<file path="src/rtl/fis_map.svh">
`ifndef FIS_MAP_SVH
`define FIS_MAP_SVH
// Clock period of ref_clk
`define FIS_CLK_PERIOD_NS 100
// Blanking after a turn-on command, least time
`define FIS_BLANK_NS 2000
// Hardware timeout out of verification and weak modes, longest time; the mode machine leaves test mode one ref_clk cycle after it
`define FIS_TIMEOUT_US 1000
// Supervision select reset value: nothing selected
`define FIS_SEL_RESET 3'h0
`endif

</file>
<file path="src/rtl/fis_pkg.sv">
package fis_pkg;
  // Operating modes
  typedef enum logic [1:0] {
    FIS_DEFAULT = 2'b00,
    FIS_CONFIG = 2'b01,
    FIS_VERIFY = 2'b10,
    FIS_WEAK = 2'b11
  } fis_mode_type;
  // Supervision functions
  typedef enum logic [2:0] {
    FIS_SEL_NONE = 3'b000,
    FIS_SEL_DS1 = 3'b001,
    FIS_SEL_DS2 = 3'b010,
    FIS_SEL_DS3 = 3'b011,
    FIS_SEL_OC1 = 3'b100,
    FIS_SEL_OC3 = 3'b101
  } fis_sel_type;
  // Output stage and comparator steering
  typedef struct packed {
    logic gate_on;
    logic gate_weak;
    logic desat_force;
    logic ocp_force;
  } fis_stage_type;
endpackage : fis_pkg

</file>
<file path="src/rtl/fis_top.sv">
`timescale 1ns/100ps
`include "fis_map.svh"
module fis_top #(
  parameter int BLANK_CYC = (`FIS_BLANK_NS + `FIS_CLK_PERIOD_NS - 1) / `FIS_CLK_PERIOD_NS,
  parameter int TIMEOUT_CYC = (`FIS_TIMEOUT_US * 1000) / `FIS_CLK_PERIOD_NS
) (
  // Clock and reset
  input wire logic ref_clk,
  input wire logic rst_n,
  // Mode requests from the command decoder
  input wire logic cfg_req,
  input wire logic verify_req,
  input wire logic weak_req,
  input wire logic exit_req,
  // Supervision select, written in configuration mode
  input wire logic [2:0] supervision_sel,
  // Asynchronous pin and comparator inputs
  input wire logic pwm_input,
  input wire logic desat_cmp,
  input wire logic [1:0] ocp_cmp,
  // Error flag clear
  input wire logic err_clr,
  // Output stage and comparator steering
  output fis_pkg::fis_stage_type stage,
  // Mode and error reporting
  output fis_pkg::fis_mode_type mode,
  output logic desat_err,
  output logic ocp_err,
  output logic err_notify
);
  localparam int BW = $clog2(BLANK_CYC + 1);
  localparam int TW = $clog2(TIMEOUT_CYC + 1);

  ////////////////////////////////////////////////////////////////////////////////
  // Synchronisers: pwm, desat, two ocp comparators
  logic [3:0] sync1_r, sync1_nxt, sync2_r, sync2_nxt;
  always_comb begin
    sync1_nxt = {ocp_cmp, desat_cmp, pwm_input};
    sync2_nxt = sync1_r;
  end
  always_ff @(posedge ref_clk) begin
    if (!rst_n) begin
      sync1_r <= 4'h0;
      sync2_r <= 4'h0;
    end else begin
      sync1_r <= sync1_nxt;
      sync2_r <= sync2_nxt;
    end
  end
  logic pwm_s, desat_s;
  logic [1:0] ocp_s;
  assign pwm_s = sync2_r[0];
  assign desat_s = sync2_r[1];
  assign ocp_s = sync2_r[3:2];

  ////////////////////////////////////////////////////////////////////////////////
  // Mode machine with hardware timeout
  fis_pkg::fis_mode_type mode_r, mode_nxt;
  logic [TW-1:0] tmo_r, tmo_nxt;
  logic weak_d_r, weak_d_nxt;
  logic tmo_hit;
  assign tmo_hit = (tmo_r == TW'(TIMEOUT_CYC));
  always_comb begin
    mode_nxt = mode_r;
    tmo_nxt = '0;
    weak_d_nxt = (mode_r == fis_pkg::FIS_WEAK);
    case (mode_r)
      fis_pkg::FIS_DEFAULT: begin
        if (cfg_req) mode_nxt = fis_pkg::FIS_CONFIG;
      end
      fis_pkg::FIS_CONFIG: begin
        if (exit_req) mode_nxt = fis_pkg::FIS_DEFAULT;
        else if (verify_req) mode_nxt = fis_pkg::FIS_VERIFY;
      end
      fis_pkg::FIS_VERIFY, fis_pkg::FIS_WEAK: begin
        // Timer keeps running across verify to weak so the sum is bounded
        tmo_nxt = tmo_r + TW'(1);
        if (tmo_hit || exit_req) begin
          mode_nxt = fis_pkg::FIS_DEFAULT;
          tmo_nxt = '0;
        end else if (weak_req) begin
          mode_nxt = fis_pkg::FIS_WEAK;
        end
      end
      default: mode_nxt = fis_pkg::FIS_DEFAULT;
    endcase
  end
  always_ff @(posedge ref_clk) begin
    if (!rst_n) begin
      mode_r <= fis_pkg::FIS_DEFAULT;
      tmo_r <= '0;
      weak_d_r <= 1'b0;
    end else begin
      mode_r <= mode_nxt;
      tmo_r <= tmo_nxt;
      weak_d_r <= weak_d_nxt;
    end
  end
  logic test_mode, weak_entry;
  assign test_mode = (mode_r == fis_pkg::FIS_VERIFY) || (mode_r == fis_pkg::FIS_WEAK);
  assign weak_entry = (mode_r == fis_pkg::FIS_WEAK) && !weak_d_r;

  ////////////////////////////////////////////////////////////////////////////////
  // Supervision selection: captured in config, active only in test modes
  fis_pkg::fis_sel_type sel_r, sel_nxt, act_sel;
  always_comb begin
    sel_nxt = sel_r;
    if (mode_r == fis_pkg::FIS_CONFIG) sel_nxt = fis_pkg::fis_sel_type'(supervision_sel);
  end
  always_ff @(posedge ref_clk) begin
    if (!rst_n) sel_r <= fis_pkg::fis_sel_type'(`FIS_SEL_RESET);
    else sel_r <= sel_nxt;
  end
  // Selection held back outside test modes so normal operation is never intruded
  assign act_sel = test_mode ? sel_r : fis_pkg::FIS_SEL_NONE;

  ////////////////////////////////////////////////////////////////////////////////
  // Blanking after each pwm turn-on command, gate driven or not
  logic [BW-1:0] blank_r, blank_nxt;
  logic blank_over;
  assign blank_over = (blank_r == BW'(BLANK_CYC));
  always_comb begin
    blank_nxt = '0;
    if (pwm_s) blank_nxt = blank_over ? blank_r : blank_r + BW'(1);
  end
  always_ff @(posedge ref_clk) begin
    if (!rst_n) blank_r <= '0;
    else blank_r <= blank_nxt;
  end

  ////////////////////////////////////////////////////////////////////////////////
  // Detection and sticky error flags; set wins over clear
  logic desat_force, ocp_force, desat_in, ocp_in, desat_evt, ocp_evt, fault;
  assign desat_force = (act_sel == fis_pkg::FIS_SEL_DS1) ||
                       (act_sel == fis_pkg::FIS_SEL_DS3);
  assign ocp_force = (act_sel == fis_pkg::FIS_SEL_OC1) ||
                     (act_sel == fis_pkg::FIS_SEL_OC3);
  // Injected and genuine events share one path, so flags and reactions match
  assign desat_in = desat_force || desat_s;
  assign ocp_in = ocp_force || (|ocp_s);
  assign desat_evt = (pwm_s && blank_over && desat_in) ||
                     (weak_entry && act_sel == fis_pkg::FIS_SEL_DS3);
  assign ocp_evt = (pwm_s && blank_over && ocp_in) ||
                   (weak_entry && act_sel == fis_pkg::FIS_SEL_OC3);
  logic desat_err_r, desat_err_nxt, ocp_err_r, ocp_err_nxt, notify_r, notify_nxt;
  always_comb begin
    desat_err_nxt = desat_evt || (desat_err_r && !err_clr);
    ocp_err_nxt = ocp_evt || (ocp_err_r && !err_clr);
    // One pulse toward the primary side whenever either flag is newly raised, even if both rise together
    notify_nxt = (desat_evt && !desat_err_r) || (ocp_evt && !ocp_err_r);
  end
  always_ff @(posedge ref_clk) begin
    if (!rst_n) begin
      desat_err_r <= 1'b0;
      ocp_err_r <= 1'b0;
      notify_r <= 1'b0;
    end else begin
      desat_err_r <= desat_err_nxt;
      ocp_err_r <= ocp_err_nxt;
      notify_r <= notify_nxt;
    end
  end
  assign fault = desat_err_r || ocp_err_r;

  ////////////////////////////////////////////////////////////////////////////////
  // Output stage steering, registered
  fis_pkg::fis_stage_type stage_r, stage_nxt;
  logic fwd;
  assign fwd = !((act_sel == fis_pkg::FIS_SEL_DS2) || (act_sel == fis_pkg::FIS_SEL_DS3) ||
                 (act_sel == fis_pkg::FIS_SEL_OC3));
  always_comb begin
    stage_nxt.gate_on = pwm_s && fwd && !fault && (mode_r != fis_pkg::FIS_CONFIG);
    stage_nxt.gate_weak = (mode_r == fis_pkg::FIS_WEAK);
    stage_nxt.desat_force = desat_force;
    stage_nxt.ocp_force = ocp_force;
  end
  always_ff @(posedge ref_clk) begin
    if (!rst_n) stage_r <= '0;
    else stage_r <= stage_nxt;
  end
  assign stage = stage_r;
  assign mode = mode_r;
  assign desat_err = desat_err_r;
  assign ocp_err = ocp_err_r;
  assign err_notify = notify_r;
endmodule : fis_top

</file>
<file path="config.mk">
export PLATFORM = sky130hd
export DESIGN_NAME = fis_top
export DESIGN_NICKNAME = d
export VERILOG_FILES = /design/src/rtl/fis_pkg.sv /design/src/rtl/fis_top.sv
export VERILOG_INCLUDE_DIRS = /design/src /design/src/rtl
export SDC_FILE = /design/constraint.sdc
export NUM_CORES = 1
export LEC_CHECK = 0
export BUFFER_PORTS_ARGS = -buffer_cell sky130_fd_sc_hd__buf_4
export CAP_MARGIN = 10
export CORE_UTILIZATION = 50
export CTS_BUF_LIST = sky130_fd_sc_hd__clkbuf_4
export DETAILED_ROUTE_END_ITERATION = 8
export PLACE_DENSITY = 0.83
export SETUP_SLACK_MARGIN = 0.4
export SYNTH_ARGS = -nofsm -noshare
export SYNTH_HDL_FRONTEND = slang
export SYNTH_SLANG_ARGS = --single-unit
</file>
<file path="constraint.sdc">
create_clock -name ref_clk -period 2.7 [get_ports ref_clk]
set_clock_uncertainty 0.2 [all_clocks]
set_input_delay 0.27 -clock ref_clk [delete_from_list [all_inputs] [get_ports ref_clk]]
set_output_delay 0.27 -clock ref_clk [all_outputs]
set_load 0.1 [all_outputs]
</file>
### Yosys cells after proc, flatten, opt, wreduce, memory -nomap -nowiden

Index checks and enable logic that the tools add are counted.

| word-level totals | value |
|---|---|
| bits in registers | 39 |
| input bits | 14 |
| output and inout bits | 9 |
| logic and storage cells | 77 |

| cells by class | value |
|---|---|
| $add $sub $neg | 2 |
| equality and inequality tests | 14 |
| mux-type cells | 7 |
| bitwise operators | 2 |
| reductions and logical operators | 39 |

Operators with widths:

| kind | number |
|---|---|
| $add 14x1->14 const B | 1 |
| $eq 14x14->1 const B | 1 |
| $logic_or 1x1->1 | 14 |
| $logic_and 1x1->1 | 13 |
| $mux 2 | 5 |
| $eq 3x2->1 const B | 2 |
| $eq 3x3->1 const B | 2 |
| $logic_not 1->1 | 6 |
| $ne 3x3->1 const B | 2 |
| $pmux 2 s3 | 1 |
| $add 5x1->5 const B | 1 |
| $eq 5x5->1 const B | 1 |
| $eq 2x2->1 const B | 2 |
| $reduce_or 2->1 | 2 |
| $eq 3x1->1 const B | 1 |
| $mux 3 | 1 |
| $reduce_and 3->1 | 1 |
| $reduce_or 3->1 | 1 |
| $eq 2x1->1 const B | 1 |
| $logic_not 2->1 | 1 |
| $ne 2x1->1 const B | 1 |
| $ne 2x2->1 const B | 1 |
| $not 1->1 | 2 |
| $reduce_and 2->1 | 1 |

### Depth between registers and ports, before layout

| logic depth | value |
|---|---|
| depth in word-level cells | 10 |
| gate-level depth with buffers | 7 |
| depth with buffers taken out | 6 |

### Least setup slack after synthesis

Ideal clock, no wire load.

| timing | value |
|---|---|
| kind | register to register |
| start | register mode_r[1], in the netlist mode[1] |
| end | register notify_r, in the netlist err_notify |
| setup time | 0.096 ns |
| arrival time | 1.808 ns |
| required time | 2.404 ns |
| slack | 0.595 ns |
| cell stages (with the launch flop) | 6 |
| path buffers | 1 |
| clock period less this slack | 2.105 ns |
| path through | dfxtp_1 -> buf_2 -> and3b_1 -> and3_1 -> o32ai_1 -> o32ai_1 |

| on the way | value |
|---|---|
| longest elaborated chain between the ends | 10 |
| elaborated cells on any way between the ends | 22 |
| classes of those cells | eq/ne (6); mux (1); reduce/logical (15) |

RTL lines:

| what | RTL line | text |
|---|---|---|
| start, declared | fis_top.sv:58 | `fis_pkg::fis_mode_type mode_r, mode_nxt;` |
| start signal, assigned | fis_top.sv:90 | `mode_r <= fis_pkg::FIS_DEFAULT;` |
| start signal, assigned | fis_top.sv:94 | `mode_r <= mode_nxt;` |
| $eq 2x2->1, on equally long branches | fis_top.sv:100, fis_top.sv:101 |  |
| $logic_or 1x1->1 | fis_top.sv:100 | `assign test_mode = (mode_r == fis_pkg::FIS_VERIFY) \|\| (mode_r == fis_pkg::FIS_WEAK);` |
| $mux 3 | fis_top.sv:115 | `assign act_sel = test_mode ? sel_r : fis_pkg::FIS_SEL_NONE;` |
| $eq 3x1->1 (tied with other cells) | fis_top.sv:134 | `assign desat_force = (act_sel == fis_pkg::FIS_SEL_DS1) \|\|` |
| $logic_or 1x1->1, on equally long branches | fis_top.sv:134, fis_top.sv:136 |  |
| $logic_or 1x1->1, on equally long branches | fis_top.sv:139, fis_top.sv:140 |  |
| $logic_and 1x1->1, on equally long branches | fis_top.sv:141, fis_top.sv:143 |  |
| $logic_or 1x1->1, on equally long branches | fis_top.sv:141, fis_top.sv:143 |  |
| $logic_and 1x1->1 | fis_top.sv:150 | `notify_nxt = (desat_evt && !desat_err_r) \|\| (ocp_evt && !ocp_err_r);` |
| $logic_or 1x1->1 * | fis_top.sv:150 |  |
| end signal, assigned | fis_top.sv:160 | `notify_r <= notify_nxt;` |
| end, declared | fis_top.sv:145 | `logic desat_err_r, desat_err_nxt, ocp_err_r, ocp_err_nxt, notify_r, notify_nxt;` |

Every way passes the cells marked *; elsewhere a longest branch is shown, timed or not.
A chain may end at the register's enable or synchronous reset.

### Final worst setup path

| timing | value |
|---|---|
| start | register tmo_r[0] |
| end | register mode_r[0], in the netlist mode[0] |

| on the way | value |
|---|---|
| longest elaborated chain between the ends | 4 |
| elaborated cells on any way between the ends | 6 |
| classes of those cells | eq/ne (2); mux (2); reduce/logical (2) |

RTL lines:

| what | RTL line | text |
|---|---|---|
| start, declared | fis_top.sv:59 | `logic [TW-1:0] tmo_r, tmo_nxt;` |
| start signal, assigned | fis_top.sv:95 | `tmo_r <= tmo_nxt;` |
| $eq 14x14->1 * | fis_top.sv:62 | `assign tmo_hit = (tmo_r == TW'(TIMEOUT_CYC));` |
| $logic_or 1x1->1 * | fis_top.sv:78 | `if (tmo_hit \|\| exit_req) begin` |
| $ne 3x3->1 (no source line) / $mux 2 (equally long branches) | n/a |  |
| $reduce_and 3->1 (no source line) / $pmux 2 s3 (equally long branches) | n/a |  |

Marked as above.

==> reports/metrics.cfg <==
[cts]
clkTransAtPathRegs_ns = 0.12
cts_tree = yes
clock_latency_ns = 0.35
cts-htree-levels = 2
cts-hold-fix-buffers = 8
post_cts_buffers = 0
cts_max_path_buffers = 2
numClockSinks = 39
cts_resized = 0
root_buffer = clkbuf_4
cts_inserted_buffers = 5

[power]
p_int_mw = 0.912
pwr-share-seq = 0.514
ir_drop_mv = 0.283
net-switching-power_mw = 0.248
clockPowerShare = 0.419
comb_power_share = 0.067
power_mw = 1.16
sw_frac_of_total = 0.213
p_leak_nw = 0.748
powerDensity_mw_per_mm2 = 588

[global_route]
antenna_found_initial = 0
grt_max_degree = 17
track_usage = 0.208
first_global_vias = 1154
grt_remaining_overflow = 0
grt_pass1_wl_um = 5290

[finish]
fin_nets = 217
diodes = 0
syn_to_final_growth_pct = 23.4
fin_cells = 244
final_common_cell = dfxtp_1
utilization = 0.646
final_cell_mix = 39 x dfxtp_1, 25 x nor2_1, 22 x buf_4, 11 x xnor2_1, 10 x and2_1
nFillCells = 240
drive_above_1_share = 0.165
final_area_mm2 = 0.00197

[yosys]
ys_warn_count = 0
synth_top_area_share = 0.489
synthTopCellsByArea = dfxtp_1 49%, xnor2_1 6.0%, nor2_1 5.9%, and2_1 3.9%, ha_1 3.1%
synth_top_cell_by_area = dfxtp_1
ys_types = 36
netlist_instances = 166
synth-seq-cells = 39
ys_seq_area_frac = 0.489
syn_nets = 184
syn_avg_cell_area_um2 = 9.63
syn_area_mm2 = 0.00160

[floorplanning]
die_w_um = 58.5
dieArea_mm2 = 0.00343
die_h_um = 58.5
start_util = 0.523
core_area_mm2 = 0.00305
core.rowCount = 20
boundaryPins = 23

[placement]
io_buffer_count = 22
place_area_mm2 = 0.00179
dpl.cell_count = 228
place_hpwl_um = 2120
pre_cts_ws_ns = 0.597
gp_congestion = 0.791

[critical_path]
endpoint_kind = flip-flop
crit_path_top_delay_cell = or4_4
required_ns = 2.73
worstSetupStartpointType = flip-flop
critPathKind = reg -> reg
arrival_ns = 2.14
path_cells = inv_1, ha_1, or4b_1, or4_4, nand4b_4, a221oi_1
crit_path_max_fanout = 15
worst_path_largest_cell_delay_ns = 0.46

[sta]
final.setup.tns_ns = 0
maxSlewViolCount = 0
worst_slew_pin_slew_ns = 0.428
fin_crit_ns = 2.11
hold_viol_final = 0
rsz0062_at_grt = false
setup_slack_ns = 0.585
fin_crit_sh = 0.783
holdWs_ns = 0.0300
relSlewSlack = 0.714
fmaxAchievable_ghz = 0.473
setup_viol = 0

[run_status]
outcome = completed

[routing]
vias_per_cell = 5.12
routed_wl_um = 3080
via_count = 1249
drt-pass1-iter-count = 4
drt_drc_violations_left = 0
wl_per_cell_um = 12.6
drtIter0Drc = 50
ant_nets = 0

[worst_hold_path]
hp-class = in -> reg

[job]
max_cap_violations = 0

-- logic make-up (layout without fill, tap and decap cells) --
| kind of cell | count (synthesis) | after routing | share of synthesized area |
|---|---|---|---|
| and+or+nand+nor | 79 | 79 | 0.282 |
| DFF | 39 | 39 | 0.489 |
| xor gates and xnor gates | 16 | 16 | 0.0877 |
| buffers and inverters | 13 | 47 | 0.0407 |
| AOI/OAI and AO/OA | 11 | 11 | 0.0439 |
| adders and majority gates | 4 | 4 | 0.0313 |
| muxes | 4 | 4 | 0.0258 |
-- layout make-up --
cell class              instances  area (um2)  area share
flip-flops and latches         39         781       0.396
multi-input cells             114         752       0.381
repair buffers                 30         245       0.124
clock inverters                 3        67.6      0.0343
well taps                      44        55.1      0.0279
clock buffers                   5        37.5      0.0190
inverters                       9        33.8      0.0171
-- power by group through the flow --
stage,combinational [mW],sequential [mW],clock (mW)
5_1_grt,0.0839,0.598,0.517
2_1_floorplan,0.0276,0.622,0
3_5_place_dp,0.0679,0.609,0
3_3_place_gp,0.0659,0.608,0
4_1_cts,0.0772,0.596,0.492
6_report,0.0779,0.596,0.486
-- synthesized netlist by cell type --
| cell type | number |
|---|---|
| dfxtp_1 | 39 |
| nor2_1 | 25 |
| xnor2_1 | 11 |
| and2_1 | 10 |
| inv_1 | 9 |
| nand3_1 | 8 |
| a21oi_1 | 5 |
| and3_1 | 5 |
| nor3_1 | 5 |
| xor2_1 | 5 |
| ha_1 | 4 |
| nand2_1 | 4 |
| and3b_1 | 3 |
| mux2i_1 | 3 |
| nand2b_1 | 3 |
| nand3b_1 | 3 |
| nand4_1 | 3 |
| nor4_1 | 2 |
| o32ai_1 | 2 |
| a211oi_1 | 1 |
| a221oi_1 | 1 |
| buf_2 | 1 |
| buf_4 | 1 |
| buf_8 | 1 |
| clkbuf_1 | 1 |
| mux2_2 | 1 |
| nand4b_1 | 1 |
| nand4b_4 | 1 |
| nor2b_1 | 1 |
| nor3b_1 | 1 |
| nor4b_1 | 1 |
| o21ai_0 | 1 |
| o22ai_1 | 1 |
| or4_1 | 1 |
| or4_4 | 1 |
| or4b_1 | 1 |
-- state kept, by name, summed over array words and instances, names as in the netlist --
register	cells
blank_r	5
desat_err	1
err_notify	1
mode	2
ocp_err	1
sel_r	3
stage	4
sync1_r	4
sync2_r	4
tmo_r	14
-- worst max-delay path, delay by kind of cell, from the launching register on --
kind | cells | cell delay [ns]
adders and majority gates | 1 | 0.13
buffers and inverters | 1 | 0.08
AOI/OAI and AO/OA | 1 | 0.10
DFF | 1 | 0.39
and+or+nand+nor | 3 | 1.10
-- layer usage --
layer | track usage | up-vias | wire [um]
li1 | - | 627 | -
met4 | 0.0612 | 0 | 23
met1 | 0.256 | 597 | 1350
met3 | 0.0549 | 4 | 98
met5 | 0 | - | 0
met2 | 0.358 | 21 | 1610
-- path summary, 6_finish.rpt --
kind	startpoint	end	slack [ns]	cells after the start
min	verify_req	mode[1]	0.03	3
max	tmo_r[0]	mode[0]	0.59	6
min reg2reg	sync1_r[3]	sync2_r[3]	0.25	1
max reg2reg	tmo_r[0]	mode[0]	0.59	6
Note: power is estimated with default switching activity, not from simulation.
